[src/design/wake_pkg.sv]
// shared offsets, field positions and states of the wake event logic
package wake_pkg;
   localparam int ADDR_W = 12;
   localparam int DATA_W = 32;
   localparam int PIN_COUNT = 8;
   localparam int INDEX_W = 5;

   // register byte offsets
   localparam logic [ADDR_W-1:0] CTRL_OFF = 12'h140;
   localparam logic [ADDR_W-1:0] SOURCE_OFF = 12'h144;
   localparam logic [ADDR_W-1:0] OPTIONS_OFF = 12'h148;
   localparam logic [ADDR_W-1:0] STATE_OFF = 12'h14c;

   // wake_control_status fields
   localparam int CTRL_BROADCAST_WAKE_EN = 0;
   localparam int CTRL_PATTERN_EN = 1;
   localparam int CTRL_FILTER_EN = 2;
   localparam int CTRL_STATION_EN = 3;
   localparam int CTRL_BCAST_SEEN = 4;
   localparam int CTRL_PATTERN_SEEN = 5;
   localparam int CTRL_EN_W = 4;

   // wake_options fields
   localparam int OPT_RESUME_CLR_FLAGS = 0;
   localparam int OPT_RESUME_CLR_EN = 1;
   localparam int OPT_RX_EXIT_EN = 2;
   localparam int OPT_TX_EXIT_EN = 3;
   localparam int OPT_W = 4;

   // wake_source fields
   localparam int SRC_INDEX_LSB = 0;
   localparam int SRC_FILTER = 8;
   localparam int SRC_BCAST = 9;
   localparam int SRC_PATTERN = 10;
   localparam int SRC_STATION = 11;
   localparam int SRC_ENGINE = 12;
   localparam int SRC_RX_EXIT = 13;
   localparam int SRC_TX_EXIT = 14;
   localparam int SRC_V4_SYN = 15;
   localparam int SRC_V6_SYN = 16;
   localparam int SRC_PIN_LSB = 20;

   // wake_state fields
   localparam int STATE_CODE_LSB = 0;
   localparam int STATE_SIGNAL = 4;

   localparam logic [1:0] RESP_OKAY = 2'h0;
   localparam logic [1:0] RESP_SLVERR = 2'h2;

   typedef enum logic [1:0] {
      AWAKE,
      ENTERING,
      ARMED,
      WAKING
   } wake_state_t;
endpackage : wake_pkg

[src/design/axil_write_join.sv]
// axi4-lite write channel joiner: address and data in either order
`timescale 1ns/10ps
module axil_write_join
   import wake_pkg::*;
(
   input wire logic clock,
   input wire logic rstn,
   input wire logic awvalid,
   output logic awready,
   input wire logic [ADDR_W-1:0] awaddr,
   input wire logic wvalid,
   output logic wready,
   input wire logic [DATA_W-1:0] wdata,
   input wire logic [3:0] wstrb,
   output logic bvalid,
   input wire logic bready,
   output logic [1:0] bresp,
   input wire logic wrOk,
   output logic wrStrobe,
   output logic [ADDR_W-1:0] wrAddr_q,
   output logic [DATA_W-1:0] wrData_q,
   output logic [3:0] wrStrb_q
);
   logic haveAw_q;
   logic haveW_q;
   logic haveAw_d;
   logic haveW_d;
   logic bvalid_d;
   logic awTake;
   logic wTake;

   assign awTake = awvalid & awready;
   assign wTake = wvalid & wready;
   // one write at a time: both halves held and no answer pending
   assign wrStrobe = haveAw_q & haveW_q & ~bvalid;
   assign haveAw_d = wrStrobe ? 1'b0 : (haveAw_q | awTake);
   assign haveW_d = wrStrobe ? 1'b0 : (haveW_q | wTake);
   assign bvalid_d = wrStrobe | (bvalid & ~bready);

   always_ff @(posedge clock or negedge rstn) begin
      if (!rstn) begin
         haveAw_q <= 1'b0;
         haveW_q <= 1'b0;
         awready <= 1'b0;
         wready <= 1'b0;
         bvalid <= 1'b0;
         bresp <= RESP_OKAY;
      end else begin
         haveAw_q <= haveAw_d;
         haveW_q <= haveW_d;
         awready <= ~haveAw_d & ~bvalid_d;
         wready <= ~haveW_d & ~bvalid_d;
         bvalid <= bvalid_d;
         if (wrStrobe) begin
            bresp <= wrOk ? RESP_OKAY : RESP_SLVERR;
         end
      end
   end

   always_ff @(posedge clock or negedge rstn) begin
      if (!rstn) begin
         wrAddr_q <= '0;
         wrData_q <= '0;
         wrStrb_q <= '0;
      end else begin
         if (awTake) begin
            wrAddr_q <= awaddr;
         end
         if (wTake) begin
            wrData_q <= wdata;
            wrStrb_q <= wstrb;
         end
      end
   end
endmodule : axil_write_join

[src/design/sticky_flag.sv]
// vector of sticky flags: hardware set beats software clear
`timescale 1ns/10ps
module sticky_flag #(
   parameter int W = 1
) (
   input wire logic clock,
   input wire logic rstn,
   input wire logic [W-1:0] set,
   input wire logic [W-1:0] clr,
   output logic [W-1:0] flag_q
);
   logic [W-1:0] flag_d;

   // an event in the clearing cycle is kept
   assign flag_d = set | (flag_q & ~clr);

   always_ff @(posedge clock or negedge rstn) begin
      if (!rstn) begin
         flag_q <= '0;
      end else begin
         flag_q <= flag_d;
      end
   end
endmodule : sticky_flag

[src/design/wake_event_status_logic.sv]
// wake control/status and wake source registers behind axi4-lite
//
// Notes on behaviour
// (RQ1) pattern frame sets flag; write one clears
// (RQ2) broadcast frame sets flag; write one clears
// (RQ3) resume may auto-clear received-event flags
// (RQ4) resume may auto-clear every wake enable
// (RQ5) station address match wakes when enabled
// (RQ6) filter frame match wakes when enabled
// (RQ7) pattern frame wakes when enabled
// (RQ8) broadcast frame wakes when enabled
// (RQ9) no recording while entering suspend
// (RQ10) no recording once waking has begun
// (RQ11) all matching source bits set together
// (RQ12) source bits stay until software clears
// (RQ13) one source bit per pin event
// (RQ14) v6 and v4 syn source bits
// (RQ15) tx idle exit bit, gated, held low
// (RQ16) rx idle exit bit, gated, held low
// (RQ17) filter engine frame source bit
// (RQ18) station match frame source bit
// (RQ19) pattern and broadcast source bits
// (RQ20) filter frame source bit
// (RQ21) filter index loaded with filter source
// (RQ22) reserved source bits read zero
//
// Design decision made here: register access over AXI4-Lite.
`timescale 1ns/10ps
module wake_event_status_logic
   import wake_pkg::*;
#(
   parameter int PINS = PIN_COUNT
) (
   input wire logic clock,
   input wire logic rstn,
   // axi4-lite slave
   input wire logic awvalid,
   output logic awready,
   input wire logic [ADDR_W-1:0] awaddr,
   input wire logic wvalid,
   output logic wready,
   input wire logic [DATA_W-1:0] wdata,
   input wire logic [3:0] wstrb,
   output logic bvalid,
   input wire logic bready,
   output logic [1:0] bresp,
   input wire logic arvalid,
   output logic arready,
   input wire logic [ADDR_W-1:0] araddr,
   output logic rvalid,
   input wire logic rready,
   output logic [DATA_W-1:0] rdata,
   output logic [1:0] rresp,
   // receive filter, idle and pin events, one-cycle pulses; energyEfficientEnable is a level
   input wire logic broadcastFrameOk,
   input wire logic patternFrameOk,
   input wire logic stationFrameOk,
   input wire logic filterFrameOk,
   input wire logic [INDEX_W-1:0] filterIndex,
   input wire logic engineFrameOk,
   input wire logic v4SynOk,
   input wire logic v6SynOk,
   input wire logic lowpowerTxExit,
   input wire logic lowpowerRxExit,
   input wire logic [PINS-1:0] pinWakeEvent,
   input wire logic energyEfficientEnable,
   // suspend sequencing pulses
   input wire logic suspendStart,
   input wire logic suspendReached,
   input wire logic resumeDone,
   // wake request to the suspend controller, and the wake enables
   output logic wakeSignal_q,
   output logic [CTRL_EN_W-1:0] wakeEnables_q
);
   wake_state_t state_q;
   wake_state_t state_d;

   // write side
   logic wrStrobe;
   logic [ADDR_W-1:0] wrAddr_q;
   logic [DATA_W-1:0] wrData_q;
   logic [3:0] wrStrb_q;
   logic [DATA_W-1:0] laneMask;
   logic [DATA_W-1:0] wrBits;
   logic wrCtrl;
   logic wrSource;
   logic wrOptions;
   logic wrOk;

   // read side
   logic arTake;
   logic rvalid_d;
   logic rdHitCtrl;
   logic rdHitSource;
   logic rdHitOptions;
   logic rdHitState;
   logic rdOk;
   logic [DATA_W-1:0] rdValue;
   logic [DATA_W-1:0] ctrlView;
   logic [DATA_W-1:0] sourceView;
   logic [DATA_W-1:0] optionsView;
   logic [DATA_W-1:0] stateView;

   // control bits
   logic [CTRL_EN_W-1:0] enable_d;
   logic [OPT_W-1:0] options_q;
   logic [OPT_W-1:0] options_d;
   logic resumeClrFlags;
   logic resumeClrEn;
   logic [1:0] seenSet;
   logic [1:0] seenClr;
   logic [1:0] seen_q;

   // wake sources
   logic hitBcast;
   logic hitPattern;
   logic hitFilter;
   logic hitStation;
   logic hitRx;
   logic hitTx;
   logic [DATA_W-1:0] srcHit;
   logic anyHit;
   logic recording;
   logic wakeFire;
   logic [DATA_W-1:0] srcSet;
   logic [DATA_W-1:0] srcClr;
   logic [DATA_W-1:0] srcFlags_q;
   logic [DATA_W-1:0] srcMask;
   logic [INDEX_W-1:0] index_q;
   logic [INDEX_W-1:0] index_d;

   axil_write_join u_write (
      .clock(clock),
      .rstn(rstn),
      .awvalid(awvalid),
      .awready(awready),
      .awaddr(awaddr),
      .wvalid(wvalid),
      .wready(wready),
      .wdata(wdata),
      .wstrb(wstrb),
      .bvalid(bvalid),
      .bready(bready),
      .bresp(bresp),
      .wrOk(wrOk),
      .wrStrobe(wrStrobe),
      .wrAddr_q(wrAddr_q),
      .wrData_q(wrData_q),
      .wrStrb_q(wrStrb_q)
   );

   // write decode; byte lanes gate every bit written
   assign laneMask = {{8{wrStrb_q[3]}}, {8{wrStrb_q[2]}}, {8{wrStrb_q[1]}}, {8{wrStrb_q[0]}}};
   assign wrBits = wrData_q & laneMask;
   assign wrCtrl = wrStrobe & (wrAddr_q == CTRL_OFF);
   assign wrSource = wrStrobe & (wrAddr_q == SOURCE_OFF);
   assign wrOptions = wrStrobe & (wrAddr_q == OPTIONS_OFF);
   assign wrOk = (wrAddr_q == CTRL_OFF) | (wrAddr_q == SOURCE_OFF)
      | (wrAddr_q == OPTIONS_OFF) | (wrAddr_q == STATE_OFF);

   assign resumeClrFlags = options_q[OPT_RESUME_CLR_FLAGS];
   assign resumeClrEn = options_q[OPT_RESUME_CLR_EN];

   // enables: a software write in the resume cycle takes effect
   always_comb begin
      enable_d = wakeEnables_q;
      // (RQ4) resume clears enables
      if (resumeDone & resumeClrEn) begin
         enable_d = '0;
      end
      if (wrCtrl & wrStrb_q[0]) begin
         enable_d = wrData_q[CTRL_EN_W-1:0];
      end
   end

   always_comb begin
      options_d = options_q;
      // (RQ4) idle exit enables too
      if (resumeDone & resumeClrEn) begin
         options_d[OPT_RX_EXIT_EN] = 1'b0;
         options_d[OPT_TX_EXIT_EN] = 1'b0;
      end
      if (wrOptions & wrStrb_q[0]) begin
         options_d = wrData_q[OPT_W-1:0];
      end
   end

   always_ff @(posedge clock or negedge rstn) begin
      if (!rstn) begin
         wakeEnables_q <= '0;
         options_q <= '0;
      end else begin
         wakeEnables_q <= enable_d;
         options_q <= options_d;
      end
   end

   // (RQ1) pattern frame flag
   assign seenSet[1] = patternFrameOk;
   // (RQ2) broadcast frame flag
   assign seenSet[0] = broadcastFrameOk;
   // (RQ3) resume clears flags
   assign seenClr[1] = (wrCtrl & wrBits[CTRL_PATTERN_SEEN]) | (resumeDone & resumeClrFlags);
   assign seenClr[0] = (wrCtrl & wrBits[CTRL_BCAST_SEEN]) | (resumeDone & resumeClrFlags);

   sticky_flag #(
      .W(2)
   ) u_seen (
      .clock(clock),
      .rstn(rstn),
      .set(seenSet),
      .clr(seenClr),
      .flag_q(seen_q)
   );

   // (RQ8) broadcast wake gate
   assign hitBcast = broadcastFrameOk & wakeEnables_q[CTRL_BROADCAST_WAKE_EN];
   // (RQ7) pattern wake gate
   assign hitPattern = patternFrameOk & wakeEnables_q[CTRL_PATTERN_EN];
   // (RQ6) filter frame wake gate
   assign hitFilter = filterFrameOk & wakeEnables_q[CTRL_FILTER_EN];
   // (RQ5) station match wake gate
   assign hitStation = stationFrameOk & wakeEnables_q[CTRL_STATION_EN];
   // (RQ16) rx idle exit gate
   assign hitRx = lowpowerRxExit & options_q[OPT_RX_EXIT_EN] & energyEfficientEnable;
   // (RQ15) tx idle exit gate
   assign hitTx = lowpowerTxExit & options_q[OPT_TX_EXIT_EN] & energyEfficientEnable;

   always_comb begin
      srcHit = '0;
      // (RQ20) filter frame bit
      srcHit[SRC_FILTER] = hitFilter;
      // (RQ19) broadcast and pattern bits
      srcHit[SRC_BCAST] = hitBcast;
      srcHit[SRC_PATTERN] = hitPattern;
      // (RQ18) station match bit
      srcHit[SRC_STATION] = hitStation;
      // (RQ17) filter engine bit
      srcHit[SRC_ENGINE] = engineFrameOk;
      srcHit[SRC_RX_EXIT] = hitRx;
      srcHit[SRC_TX_EXIT] = hitTx;
      // (RQ14) syn frame bits
      srcHit[SRC_V4_SYN] = v4SynOk;
      srcHit[SRC_V6_SYN] = v6SynOk;
      // (RQ13) one bit per pin
      srcHit[SRC_PIN_LSB +: PINS] = pinWakeEvent;
   end

   // (RQ22) only flag bits are ever stored
   always_comb begin
      srcMask = '0;
      srcMask[SRC_V6_SYN:SRC_FILTER] = '1;
      srcMask[SRC_PIN_LSB +: PINS] = '1;
   end

   assign anyHit = |srcHit;
   // (RQ9) armed only once suspend is reached
   // (RQ10) ignored after waking begins
   assign recording = (state_q == ARMED);
   assign wakeFire = recording & anyHit;
   // (RQ11) every matching bit in one go
   assign srcSet = wakeFire ? (srcHit & srcMask) : '0;
   // (RQ12) only software writes clear, idle exit bits aside
   // (RQ15) held low while idle saving is off
   // (RQ16) rx bit held low
   always_comb begin
      srcClr = wrSource ? (wrBits & srcMask) : '0;
      if (!energyEfficientEnable) begin
         srcClr[SRC_RX_EXIT] = 1'b1;
         srcClr[SRC_TX_EXIT] = 1'b1;
      end
   end

   sticky_flag #(
      .W(DATA_W)
   ) u_source (
      .clock(clock),
      .rstn(rstn),
      .set(srcSet),
      .clr(srcClr),
      .flag_q(srcFlags_q)
   );

   // (RQ21) filter index loads with its bit
   always_comb begin
      index_d = index_q;
      if (wrSource) begin
         index_d = index_q & ~wrBits[SRC_INDEX_LSB +: INDEX_W];
      end
      if (wakeFire & hitFilter) begin
         index_d = filterIndex;
      end
   end

   always_ff @(posedge clock or negedge rstn) begin
      if (!rstn) begin
         index_q <= '0;
      end else begin
         index_q <= index_d;
      end
   end

   // suspend sequencing; a resume always returns to awake
   always_comb begin
      state_d = state_q;
      case (state_q)
         AWAKE: begin
            if (suspendStart) begin
               state_d = ENTERING;
            end
         end
         ENTERING: begin
            if (suspendReached) begin
               state_d = ARMED;
            end
         end
         ARMED: begin
            if (wakeFire) begin
               state_d = WAKING;
            end
         end
         WAKING: begin
            state_d = WAKING;
         end
         default: begin
            state_d = AWAKE;
         end
      endcase
      if (resumeDone) begin
         state_d = AWAKE;
      end
   end

   always_ff @(posedge clock or negedge rstn) begin
      if (!rstn) begin
         state_q <= AWAKE;
         wakeSignal_q <= 1'b0;
      end else begin
         state_q <= state_d;
         wakeSignal_q <= (state_d == WAKING);
      end
   end

   // read views
   always_comb begin
      ctrlView = '0;
      ctrlView[CTRL_EN_W-1:0] = wakeEnables_q;
      ctrlView[CTRL_BCAST_SEEN] = seen_q[0];
      ctrlView[CTRL_PATTERN_SEEN] = seen_q[1];
      sourceView = srcFlags_q & srcMask;
      sourceView[SRC_INDEX_LSB +: INDEX_W] = index_q;
      optionsView = '0;
      optionsView[OPT_W-1:0] = options_q;
      stateView = '0;
      stateView[STATE_CODE_LSB +: 2] = state_q;
      stateView[STATE_SIGNAL] = wakeSignal_q;
   end

   assign rdHitCtrl = (araddr == CTRL_OFF);
   assign rdHitSource = (araddr == SOURCE_OFF);
   assign rdHitOptions = (araddr == OPTIONS_OFF);
   assign rdHitState = (araddr == STATE_OFF);
   assign rdOk = rdHitCtrl | rdHitSource | rdHitOptions | rdHitState;
   assign rdValue = ({DATA_W{rdHitCtrl}} & ctrlView)
      | ({DATA_W{rdHitSource}} & sourceView)
      | ({DATA_W{rdHitOptions}} & optionsView)
      | ({DATA_W{rdHitState}} & stateView);

   // one read in flight; address taken only while no answer waits
   assign arTake = arvalid & arready;
   assign rvalid_d = arTake | (rvalid & ~rready);

   always_ff @(posedge clock or negedge rstn) begin
      if (!rstn) begin
         arready <= 1'b0;
         rvalid <= 1'b0;
         rdata <= '0;
         rresp <= RESP_OKAY;
      end else begin
         arready <= ~rvalid_d;
         rvalid <= rvalid_d;
         if (arTake) begin
            rdata <= rdValue;
            rresp <= rdOk ? RESP_OKAY : RESP_SLVERR;
         end
      end
   end
endmodule : wake_event_status_logic

[config.mk]
export PLATFORM = sky130hd
export DESIGN_NAME = wake_event_status_logic
export DESIGN_NICKNAME = d
export VERILOG_FILES = /design/src/design/wake_pkg.sv /design/src/design/axil_write_join.sv /design/src/design/sticky_flag.sv /design/src/design/wake_event_status_logic.sv
export SDC_FILE = /design/constraint.sdc
export NUM_CORES = 1
export LEC_CHECK = 0
export ABC_AREA = 1
export BUFFER_PORTS_ARGS = -buffer_cell sky130_fd_sc_hd__buf_2
export CAP_MARGIN = 20
export CORE_MARGIN = 2
export CORE_UTILIZATION = 52
export CTS_CLUSTER_DIAMETER = 150
export DETAILED_ROUTE_END_ITERATION = 8
export PLACE_DENSITY = 0.8
export SYNTH_ARGS = -nofsm -noshare
export SYNTH_HDL_FRONTEND = slang
export SYNTH_SLANG_ARGS = --single-unit
[constraint.sdc]
create_clock -name clock -period 1.7 [get_ports clock]
set_input_delay 0 -clock clock [delete_from_list [all_inputs] [get_ports clock]]
set_output_delay 0 -clock clock [all_outputs]
set_load 0.05 [all_outputs]
; ---- Word level (Yosys, flattened, before mapping)
; Cells that the tools add are included.
[op_classes]
n_bitwise = 63
n_mux = 18
n_reduce_logical = 5
eq_ne = 12
[op_table]
columns = operator, count
row1 = $eq 12x9->1 const B, 8
row2 = $or 32x32->32, 3
row3 = $mux 28, 2
row4 = $and 32x28->32, 1
row5 = $and 32x32->32, 1
row6 = $and 32x4->32, 1
row7 = $and 32x5->32, 1
row8 = $and 32x6->32, 1
row9 = $not 28->32, 1
row10 = $or 28x32->32, 1
row11 = $and 1x1->1, 28
row12 = $and 28x28->28, 1
row13 = $reduce_or 17->1, 1
row14 = $mux 2, 8
row15 = $mux 4, 3
row16 = $or 1x1->1, 12
row17 = $mux 5, 2
row18 = $pmux 2 s4, 1
row19 = $not 1->1, 7
row20 = $eq 2x2->1 const B, 3
row21 = $reduce_bool 2->1, 3
row22 = $and 5x5->5, 1
row23 = $not 5->5, 1
row24 = $and 2x2->2, 1
row25 = 5 further kinds, 6
[totals]
output_inout_bits = 46
ff_bits = 137

; ---- Longest topological paths before layout
; Gate-level depths: netlist of run 1.
[depth]
word_depth = 8
ltp_mapped = 10
depth_no_buf = 10

; ---- Modules after synthesis
; From an unflattened synthesis of run 1, not the netlist that was laid out.
[hier_totals]
cells_unflattened = 775
hier_area_um2 = 6110.9
[by_module_without_submodules]
columns = mod, area_each_um2, cells_per_inst, instances, seq_area_each_um2
row1 = wake_event_status_logic, 2562.5, 368, 1, 1051.0
row2 = axil_write_join, 2187.1, 237, 1, 1351.3
row3 = sticky_flag at u_source, 1281.2, 160, 1, 800.8
row4 = sticky_flag at u_seen, 80.1, 10, 1, 50.0

; ---- Worst setup path after synthesis of run 1
; OpenSTA, ideal clock, no wires.
[synth_timing]
kind = register to register
from = reg arready
to = reg rdata[10]
setup_time_ns = 0.074
path_buffers = 1
period_less_slack_ns = 1.545
arrival_ns = 1.471
required_ns = 1.626
setup_slack_ns = 0.155
path_stages_with_launch = 6
path_cell_list = dfrtp_1 > nand2_1 > inv_2 > clkbuf_1 > nand2_1 > o21ai_2
[synth_via]
elab_chain_cells = 1
[synth_rtl]
columns = item, line_no
row1 = from (decl), wake_event_status_logic.sv:48  ; output logic arready,
row2 = from (signal assigned), wake_event_status_logic.sv:380  ; arready <= ~rvalid_d;
row3 = $and 1x1->1, wake_event_status_logic.sv:370  ; assign arTake = arvalid & arready;
row4 = to (signal assigned), wake_event_status_logic.sv:383  ; rdata <= rdValue;
row5 = to (decl), wake_event_status_logic.sv:52  ; output logic [DATA_W-1:0] rdata,
; No other way between the ends.
; A chain may end at the register's enable or synchronous reset.

; ---- Final worst setup path of run 1
[layout_timing]
from = reg options_q[3]
to = reg u_source.flag_q[16]
[layout_via]
elab_chain_cells = 6
[layout_rtl]
columns = item, line_no
row1 = from (decl), wake_event_status_logic.sv:106  ; logic [OPT_W-1:0] options_q;
row2 = from (signal assigned), wake_event_status_logic.sv:194  ; options_q <= options_d;
row3 = $and 1x1->1 (2 in series), wake_event_status_logic.sv:227  ; assign hitTx = lowpowerTxExit & options_q[OPT_TX_EXIT_EN] & energyEfficientEnable;
row4 = $reduce_or 17->1, wake_event_status_logic.sv:256  ; assign anyHit = |srcHit;
row5 = $and 1x1->1, wake_event_status_logic.sv:260  ; assign wakeFire = recording & anyHit;
row6 = $mux 28, wake_event_status_logic.sv:262  ; assign srcSet = wakeFire ? (srcHit & srcMask) : '0;
row7 = $or 28x32->32, sticky_flag.sv:15  ; assign flag_d = set | (flag_q & ~clr);
row8 = via u_source.flag_d[16], sticky_flag.sv:12  ; logic [W-1:0] flag_d;
row9 = to (signal assigned), sticky_flag.sv:21  ; flag_q <= flag_d;
row10 = to (decl), sticky_flag.sv:10  ; output logic [W-1:0] flag_q
; The timed path passes the listed nets, and every way through them passes these cells.

==> metrics.yaml, run 1 <==
hp-class: "in2reg"
wl_met3_um: 648
clock_latency_ns: 0.38
crit_type: "reg2reg"
synth-compound-area-share: 0.0857
fin_skew_ns: 0.0190
die_w_um: 101
root_buffer: "clkbuf_8"
power_mw: 7.18
gr-total-overflow: 0
synthFlopType: "dfrtp_1"
routed_wl_um: 12700
yosys_warnings: 0
track_usage: 0.260
worst_pin_slew_ns: 0.573
pin_count: 139
grt_antenna_before_repair: 0
avgViaCountPerCell: 5.16
wl_per_cell_um: 14.2
dieArea_um2: 10200
grt_pass1_wl_um: 21000
setup_violations: 0
critPathLaunchType: "flip-flop"
drive_gt1_frac: 0.239
netlist_area_um2: 4900
yosys.area.top_type: "dfrtp_1"
endpoint_kind: "flip-flop"
synth_cells: 587
avgSynthCellArea_um2: 8.36
yosysSeqAreaShare: 0.541
diodes: 0
synthTopCellsByArea: "dfrtp_1 (54%), nand2_1 (17%), nand3_1 (4.9%)"
synth-async-reset-ratio: 1.00
layout.nets: 872
clock_path_buffers: 2
met2_length_um: 6210
num_vias: 4617
cp_max_fo: 8
drt_iter0_drc: 266
area_delta_synth_final_pct: 33.0
placed_area_um2: 5590
drcViolationCount: 0
gp_congestion: 0.885
drv_cap: 0
synth_xor_area_frac: 0
portBuffers: 118
ir_drop_mv: 0.934
synth_top_family_by_area: "simple AND/OR/NAND/NOR gates"
clkTransAtPathRegs_ns: 0.12
drtPass1Iterations: 5
post-route-cell-area_um2: 6530
grt_max_degree: 44
finalMaxSlewViolations: 0
status: "finished, final reports clean"
wl_met1_um: 5520
ys_ff_latch: 106
synth_simple_gate_area_frac: 0.298
routed.top_layer: "met4"
ys_top_cells_by_count: "nand2_1 (225), dfrtp_1 (106), inv_1 (49), nand3_1 (48), o21ai_0 (39)"
power.leakage_nw: 3.34
h-tree-depth: 3
rsz0062_at_grt: "true"
synthMuxAreaShare: 0
cts_tree: "built"
critPathRequiredTime_ns: 1.98
postRouteAntennaNets: 0
numCtsBuffers: 9
initial_utilization: 0.533
die_h_um: 101
relSlewSlack: 0.618
grt_pass1_vias: 4559
max_freq_mhz: 606
synth-edff-count: 0
netlist.area_leader.share: 0.541
cts_sinks: 106
yosysMostFrequentCell: "nand2_1"
cp.arrival_ns: 1.93
ys_types: 28
coreArea_um2: 9200
hpwl_um: 8530
hold_viol: 0
power_density_nw_per_um2: 1100
row_count: 35
min_period_over_period: 0.971
synth_adder_area_share: 0
fin_crit_ns: 1.65
## routing by layer
metal	GRT usage	vias to the layer above
met5	0	-
met2	0.435	176
met1	0.346	2165
met4	0.0967	0
li1	-	2242
met3	0.0409	34
## cells in the final DEF, fill, tap and decap left out, drive strengths merged
| master | instances |
|---|---|
| nand2 | 225 |
| buf | 131 |
| dfrtp | 106 |
| dlygate4sd3 | 68 |
| o21ai | 65 |
| inv | 55 |
| nand3 | 51 |
| nor2 | 29 |
| nand4 | 18 |
| conb | 11 |
| clkbuf | 9 |
| nor3 | 5 |
| a21oi | 4 |
| or2 | 2 |
| clkinv | 2 |
| nand3b | 1 |
| clkinvlp | 1 |
| bufinv | 1 |
## registers in the layout, indices dropped and copies added (netlist names), 2 cells and up
register and cells:
u_write.wrData_q 23, u_write.wrStrb_q 4, rdata 23, state_q 2
index_q 5, u_seen.flag_q 2, options_q 4, u_write.wrAddr_q 12
u_source.flag_q 17, wakeEnables_q 4
## final timing paths
path                                     startpoint  slack, ns  depth (start not counted)                                to
setup reg to reg           options_q[3]$_DFFE_PN0P_       0.05                          7     u_source.flag_q[16]$_DFF_PN0_
setup / recovery           options_q[3]$_DFFE_PN0P_       0.05                          7     u_source.flag_q[16]$_DFF_PN0_
min in group asynchronous                      rstn       0.15                          2  u_write.wrAddr_q[11]$_DFFE_PN0P_
hold reg to reg                    rvalid$_DFF_PN0_       0.47                          1                 arready$_DFF_PN0_
max in group asynchronous                      rstn       0.94                          3      u_source.flag_q[8]$_DFF_PN0_
hold / removal                              awvalid       0.02                          4   u_write.wrAddr_q[6]$_DFFE_PN0P_
## power by group
part	internal (mW)	switching, mW	leakage [nW]
Sequential	3.09	0.410	1.26
Combinational	0.673	1.36	1.98
Clock	0.711	0.937	0.103
Total	4.48	2.71	3.34
## repair_timing
action / CTS / global route
buffers inserted: 0 / 4
endpoints found under the setup margin: 0 / 14
gates resized for setup: 0 / 3
hold buffers: 68 / 0
endpoints found under the hold margin: 112 / 0
## through the flow
| step | utilization | worst slack [ns] | setup TNS [ns] | instances | hold slack, ns |
|---|---|---|---|---|---|
| after global routing | 0.710 | -0.0628 | -0.346 | 895 | 0.0272 |
| final | 0.710 | 0.0486 | 0 | 895 | 0.0158 |
| after detailed placement | 0.608 | 0.117 | 0 | 807 | 0.0331 |
| after floorplan | - | 0.155 | 0 | 597 | -0.296 |
| after CTS | 0.705 | 0.0600 | 0 | 891 | 0.0165 |
| after global placement | 0.608 | 0.224 | 0 | 807 | 0.0247 |
## cell families (layout without fill, tap and decap cells)
logic type | after synthesis | after routing
flops | 106 | 106
simple gates | 331 | 331
compound gates | 69 | 69
buf+inv | 80 | 267
other cells | 1 | 11
## critical path, cell delays in order (launching register included)
cell and delay [ns]:
dfrtp_1 0.43, nand3_1 0.14, nand3_1 0.09, nor2_1 0.21, nand2_1 0.28, buf_4 0.26
nand3_1 0.08, nand2_1 0.07
## area by class of cell
type | instances | area, µm²
inverters | 52 | 195
clock buffers | 9 | 124
fillers | 671 | 2670
repair buffers | 199 | 1400
well taps | 111 | 139
multi-input cells | 411 | 1930
flip-flops and latches | 106 | 2650
clock inverters | 7 | 83.8
No activity file was read; power rests on OpenSTA's default activity.
==> inputs of run 2 (changes only) <==
==> constraint.sdc (replaced) <==
create_clock -name clock -period 1.7 [get_ports clock]
set_input_delay 0.34 -clock clock [delete_from_list [all_inputs] [get_ports clock]]
set_output_delay 0.34 -clock clock [all_outputs]
set_load 0.05 [all_outputs]
==> metrics.yaml, run 2 (synthesis results as in run 1) <==
crit_buf_inv: 2  # +1
portBuffers: 118  # unchanged
power_density_nw_per_um2: 1170  # +6.5%
clock_power_share: 0.214  # -0.015
endpoint_kind: "flip-flop"
die_h_um: 101  # unchanged
cp_slowest_stage_delay_ns: 0.41  # -0.02 ns
grt_pass1_vias: 4033  # -12%
crit_type: "reg2reg"
p_int_mw: 4.22  # -5.6%
min_period_over_period: 0.937  # -0.0341
hpwl_um: 8300  # -2.8%
worst_pin_slew_ns: 0.584  # +0.0114 ns
power.leakage_nw: 3.06  # -8.4%
comb_power_share: 0.277  # -0.006
max_freq_mhz: 628  # +3.6%
row_count: 35  # unchanged
busiest_layer: "met2"
clock_path_buffers: 2  # unchanged
gr-total-overflow: 0  # unchanged
use_met1: 0.316  # -0.0297
switchingPower_mw: 2.62  # -3.4%
cp.arrival_ns: 1.86  # -0.07 ns
ir_drop_mv: 0.902  # -3.4%
status: "finished with violations"
relSlewSlack: 0.610  # -0.00760
avgViaCountPerCell: 5.05  # -2.1%
num_vias: 4196  # -9.1%
wl_per_cell_um: 13.6  # -4.5%
postCtsHoldBufs: 0  # -100%
grt_antenna_before_repair: 0  # unchanged
cp_max_fo: 13  # +5
postRouteAntennaNets: 0  # unchanged
fin_skew_ns: 0.0134  # -0.00562 ns
cts_tree: "built"
startpoint: "u_write.wrAddr_q[1]$_DFFE_PN0P_"
drive_gt1_frac: 0.263  # +0.0240
final_cell_mix: "nand2_1 (225), buf_2 (117), dfrtp_1 (106), inv_1 (49), nand3_1 (48)"
drcViolationCount: 0  # unchanged
h-tree-depth: 3  # unchanged
layout.nets: 808  # -7.3%
critical-path-top-delay-family: "simple AND/OR/NAND/NOR gates"
violations: "hold timing"
drv_cap: 0  # unchanged
reg_top3: "rdata (23), u_write.wrData_q (23), u_source.flag_q (17)"
use_met3: 0.0472  # +0.00624
drtPass1Iterations: 5  # unchanged
critPathRequiredTime_ns: 1.96  # -0.02 ns
grt_pass1_wl_um: 18400  # -12%
switching_share: 0.382  # +0.00554
clock_latency_ns: 0.37  # about the same
timing.hold.ws_ns: -0.0401  # -0.0559 ns
cts_sinks: 106  # unchanged
crit_chain: "nor2_2 > inv_1 > nor3_4 > nand3_4 > buf_12 > o21ai_2 > o21ai_1"
fin_crit_ns: 1.59  # -0.0580 ns
initial_utilization: 0.533  # unchanged
finalMaxSlewViolations: 0  # unchanged
hp-class: "in2async"
drt_iter0_drc: 240  # -9.8%
root_buffer: "clkbuf_8"
critPathLaunchType: "flip-flop"
gp_congestion: 0.897  # +1.4%
dieArea_um2: 10200  # unchanged
diodes: 0  # unchanged
crit_slowest_cell: "dfrtp_1"
die_w_um: 101  # unchanged
worstReg2RegStart: "u_write.wrAddr_q[1]$_DFFE_PN0P_"
use_met2: 0.357  # -0.0779
track_usage: 0.228  # -0.0326
area_delta_synth_final_pct: 19.0
seqPwrFrac: 0.509  # +0.022
pin_count: 139  # unchanged
coreArea_um2: 9200  # unchanged
power_mw: 6.84  # -4.8%
ctsResizeCount: 0  # unchanged
routed_wl_um: 11300  # -11%
grt_max_degree: 107  # +140%
layout_commonest_cell: "nand2_1"
clkTransAtPathRegs_ns: 0.11  # about the same
hold_viol: 13  # +13
setup_violations: 0  # unchanged
rsz0062_at_grt: "false"
numCtsBuffers: 9  # unchanged
tns_ns: 0  # unchanged
## run 2: cell types whose count changed in the layout (fill, tap and decap cells not counted)
| cell | before | now |
|---|---|---|
| nand3_1 | 47 | 48 |
| bufinv_16 | 1 | 0 |
| clkinv_2 | 0 | 1 |
| nand3_2 | 3 | 2 |
| nand2_1 | 224 | 225 |
| nand2_4 | 1 | 0 |
| buf_4 | 12 | 16 |
| dlygate4sd3_1 | 68 | 0 |
## run 2: power groups by stage
stage	clock network, mW	logic, mW	registers, mW
after floorplan	0	1.23	3.60
after global placement	0	1.84	3.51
after detailed placement	0	1.90	3.53
after CTS	1.50	1.91	3.48
after global routing	1.62	2.15	3.55
final	1.47	1.89	3.48
## run 2: what timing repair did
action | in CTS | in global routing
hold endpoints to repair | 0 | 0
setup endpoints to repair | 0 | 2
buffers inserted | 0 | 5
## run 2: layer usage
metal	part of all wire	vias up
met5	0	-
met4	0.019	0
met3	0.054	15
met2	0.48	136
met1	0.45	1929
li1	-	2116
## run 2: final timing paths
path | slack (ns) | depth (start not counted) | to
worst max-delay path | 0.11 | 7 | u_source.flag_q[24]$_DFF_PN0_
min in group clock | 0.15 | 3 | u_write.wrAddr_q[0]$_DFFE_PN0P_
worst min-delay path | -0.04 | 2 | u_write.wrAddr_q[6]$_DFFE_PN0P_
worst min register to register | 0.48 | 1 | arready$_DFF_PN0_
worst max register to register | 0.11 | 7 | u_source.flag_q[24]$_DFF_PN0_
max in group asynchronous | 1.24 | 2 | u_write.wrData_q[8]$_DFFE_PN0P_
## run 2: final cells by class
class,instances,area [µm²]
fill,808,3360
sequential,106,2650
multi-input combinational,411,1920
timing repair buffer,135,746
inverter,52,195
tap,111,139
clock buffer,9,124
clock inverter,7,58.8
## run 2: stage by stage
step                area [µm²]  worst slack, ns   util  hold slack, ns  cells
floorplan                 4940            0.155      -          0.0444    597
detailed placement        5600            0.135  0.609           0.452    810
global route              5840           0.0364  0.635          0.0317    831
finish                    5840            0.107  0.635         -0.0401    831
CTS                       5790            0.103  0.629          0.0434    826
global placement          5600            0.186  0.609           0.444    810
## run 2: worst reg2reg max path: stages, from the launching register on
cell and delay [ns]:
dfrtp_1 0.41, nor2_2 0.17, inv_1 0.09, nor3_4 0.21, nand3_4 0.21, buf_12 0.20, o21ai_2 0.11, o21ai_1 0.08
==> inputs of run 3 (changes only) <==
- CORE_UTILIZATION: 52 -> 47
- PLACE_DENSITY: 0.8 -> 0.76
- clock period: 1.7 -> 1.45 ns (I/O delays scaled with it)
==> metrics.yaml, run 3 (synthesis results as in run 1) <==
drcViolationCount: 0  # unchanged
dieArea_um2: 11300  # +10%
critical-path-top-delay-family: "simple AND/OR/NAND/NOR gates"
area_delta_synth_final_pct: 24.4
diodes: 0  # unchanged
routed_wl_um: 11800  # +4.4%
max_freq_mhz: 680  # +8.4%
gr-total-overflow: 0  # unchanged
placed_area_um2: 5750  # +2.7%
avgViaCountPerCell: 5.01  # -0.77%
dp.cells: 848  # +4.7%
crit_chain: "nor2_4 > inv_2 > nor3_4 > nand3_4 > buf_4 > o21ai_2 > o21ai_1"
crit_slowest_cell: "dfrtp_1"
fin_crit_ns: 1.47  # -0.123 ns
cp_slowest_stage_delay_ns: 0.41  # about the same
layout_setup_ws_ns: -0.0200  # -0.127 ns
fin_skew_ns: 0.00841  # -0.00496 ns
min_to: "u_write.wrAddr_q[11]$_DFFE_PN0P_"
hp-class: "in2reg"
drt_iter0_drc: 251  # +4.6%
root_buffer: "clkbuf_8"
crit_type: "reg2reg"
place_ws_ns: -0.107  # -0.242 ns
relSlewSlack: 0.631  # +0.0208
cp_max_fo: 6  # -7
die_h_um: 106  # +5.0%
ir_drop_mv: 1.12  # +24%
gp_congestion: 0.874  # -2.6%
final_cells: 877  # +5.5%
min_period_over_period: 1.01  # +0.0765
cts_tree: "built"
critPathRequiredTime_ns: 1.71  # -0.25 ns
power.leakage_nw: 3.17  # +3.5%
hp-start: "awaddr[11]"
status: "finished with violations"
hold_viol: 0  # -13
clock_path_buffers: 2  # unchanged
reg2reg_to: "u_source.flag_q[24]$_DFF_PN0_"
grt_max_degree: 107  # unchanged
worstReg2RegStart: "u_write.wrAddr_q[1]$_DFFE_PN0P_"
reg2reg_depth: 7  # unchanged
grt_antenna_before_repair: 0  # unchanged
numCtsBuffers: 9  # unchanged
grt_pass1_wl_um: 19300  # +4.9%
postRouteAntennaNets: 0  # unchanged
ff2ff_setup_slack_ns: -0.02  # -0.13 ns
drv_cap: 0  # unchanged
post-route-cell-area_um2: 6100  # +4.6%
track_usage: 0.213  # -0.0145
drive_gt1_frac: 0.302  # +0.0398
layout.nets: 829  # +2.6%
num_vias: 4394  # +4.7%
timing.hold.ws_ns: 0.107  # +0.147 ns
pin_count: 139  # unchanged
cp.arrival_ns: 1.73  # -0.13 ns
wl_per_cell_um: 13.4  # -1.0%
critPathLaunchType: "flip-flop"
clock_latency_ns: 0.37  # about the same
layout_commonest_cell: "nand2_1"
row_count: 37  # +5.7%
worst_pin_slew_ns: 0.553  # -0.0312 ns
drtPass1Iterations: 7  # +2
crit_buf_inv: 2  # unchanged
clkTransAtPathRegs_ns: 0.10  # about the same
die_w_um: 106  # +5.0%
initial_utilization: 0.479  # -0.0539
endpoint_kind: "flip-flop"
cts_sinks: 106  # unchanged
finalMaxSlewViolations: 0  # unchanged
final_cell_mix: "nand2_1 (223), buf_2 (113), dfrtp_1 (99), nand3_1 (47), inv_1 (45)"
coreArea_um2: 10200  # +11%
reg_top3: "rdata (23), u_write.wrData_q (23), u_source.flag_q (17)"
fin_util: 0.597  # -0.0381
power_density_nw_per_um2: 1370  # +17%
fill_cells: 923  # +14%
hold_depth: 3
portBuffers: 118  # unchanged
setup_violations: 3  # +3
rsz0062_at_grt: "true"
h-tree-depth: 3  # unchanged
grt_pass1_vias: 4230  # +4.9%
violations: "setup timing"
hpwl_um: 8770  # +5.6%
path_depth: 7  # unchanged
==> run 3: cell count changes in the layout (fill, tap and decap cells not counted), sizes merged <==
cell         delta
nand3           +1
inv             -2
buf            +19
clkbuf          +2
clkinvlp        -1
clkinv          +1
dlygate4sd3     +1
==> run 3: what timing repair did <==
action,4_1_cts,5_1_grt
hold buffers,1,0
setup endpoints to repair,24,35
setup buffers,6,5
endpoints found under the hold margin,12,0
cloned,0,1
pin swaps,5,17
gates resized for setup,9,23
==> run 3: worst max-delay path by stage <==
stage               slack (ns)                              end                              from
finish                   -0.02    u_source.flag_q[24]$_DFF_PN0_   u_write.wrAddr_q[1]$_DFFE_PN0P_
global route             -0.16     wakeEnables_q[2]$_DFFE_PN0P_          u_write.bvalid$_DFF_PN0_
CTS                      -0.02     wakeEnables_q[3]$_DFFE_PN0P_  u_write.wrAddr_q[10]$_DFFE_PN0P_
detailed placement       -0.11    u_source.flag_q[21]$_DFF_PN0_  u_write.wrAddr_q[11]$_DFFE_PN0P_
global placement         -0.02    u_source.flag_q[22]$_DFF_PN0_   u_write.wrAddr_q[1]$_DFFE_PN0P_
floorplan                 0.02  u_write.wrData_q[0]$_DFFE_PN0P_          u_write.wready$_DFF_PN0_
==> run 3: metal layers <==
layer  global-route usage  wire length, µm
met5                    0                0
met2                0.337             5550
met1                0.287             5200
met3               0.0497              769
met4               0.0818              244
==> run 3: through the flow <==
stage	TNS, ns	total power [mW]
6_report	-0.0366	8.38
5_1_grt	-2.50	8.97
4_1_cts	-0.0237	8.28
3_5_place_dp	-0.607	6.51
3_3_place_gp	-0.127	6.40
2_1_floorplan	0	5.68
==> run 3: report_power, final <==
part           leakage, nW  total [mW]  switching (mW)  internal (mW)
Combinational         1.81        2.55            1.68          0.871
Clock                0.100        1.72           0.993          0.729
Sequential            1.26        4.10           0.471           3.63
Total                 3.17        8.38            3.14           5.23
==> run 3: final cells by class <==
type                            count  area, µm²  area share
Inverter                           52        198      0.0324
Timing Repair Buffer              155        916       0.150
Clock inverter                      5       36.3     0.00595
Clock buffer                       11        151      0.0248
Tap cell                          136        170      0.0279
Sequential cell                   106       2660       0.436
Multi-Input combinational cell    412       1970       0.323
==> run 3: tightest hold or removal path, stage by stage <==
cell     delay (ns)
buf_2          0.07
nand2_1        0.04
nand2_1        0.04
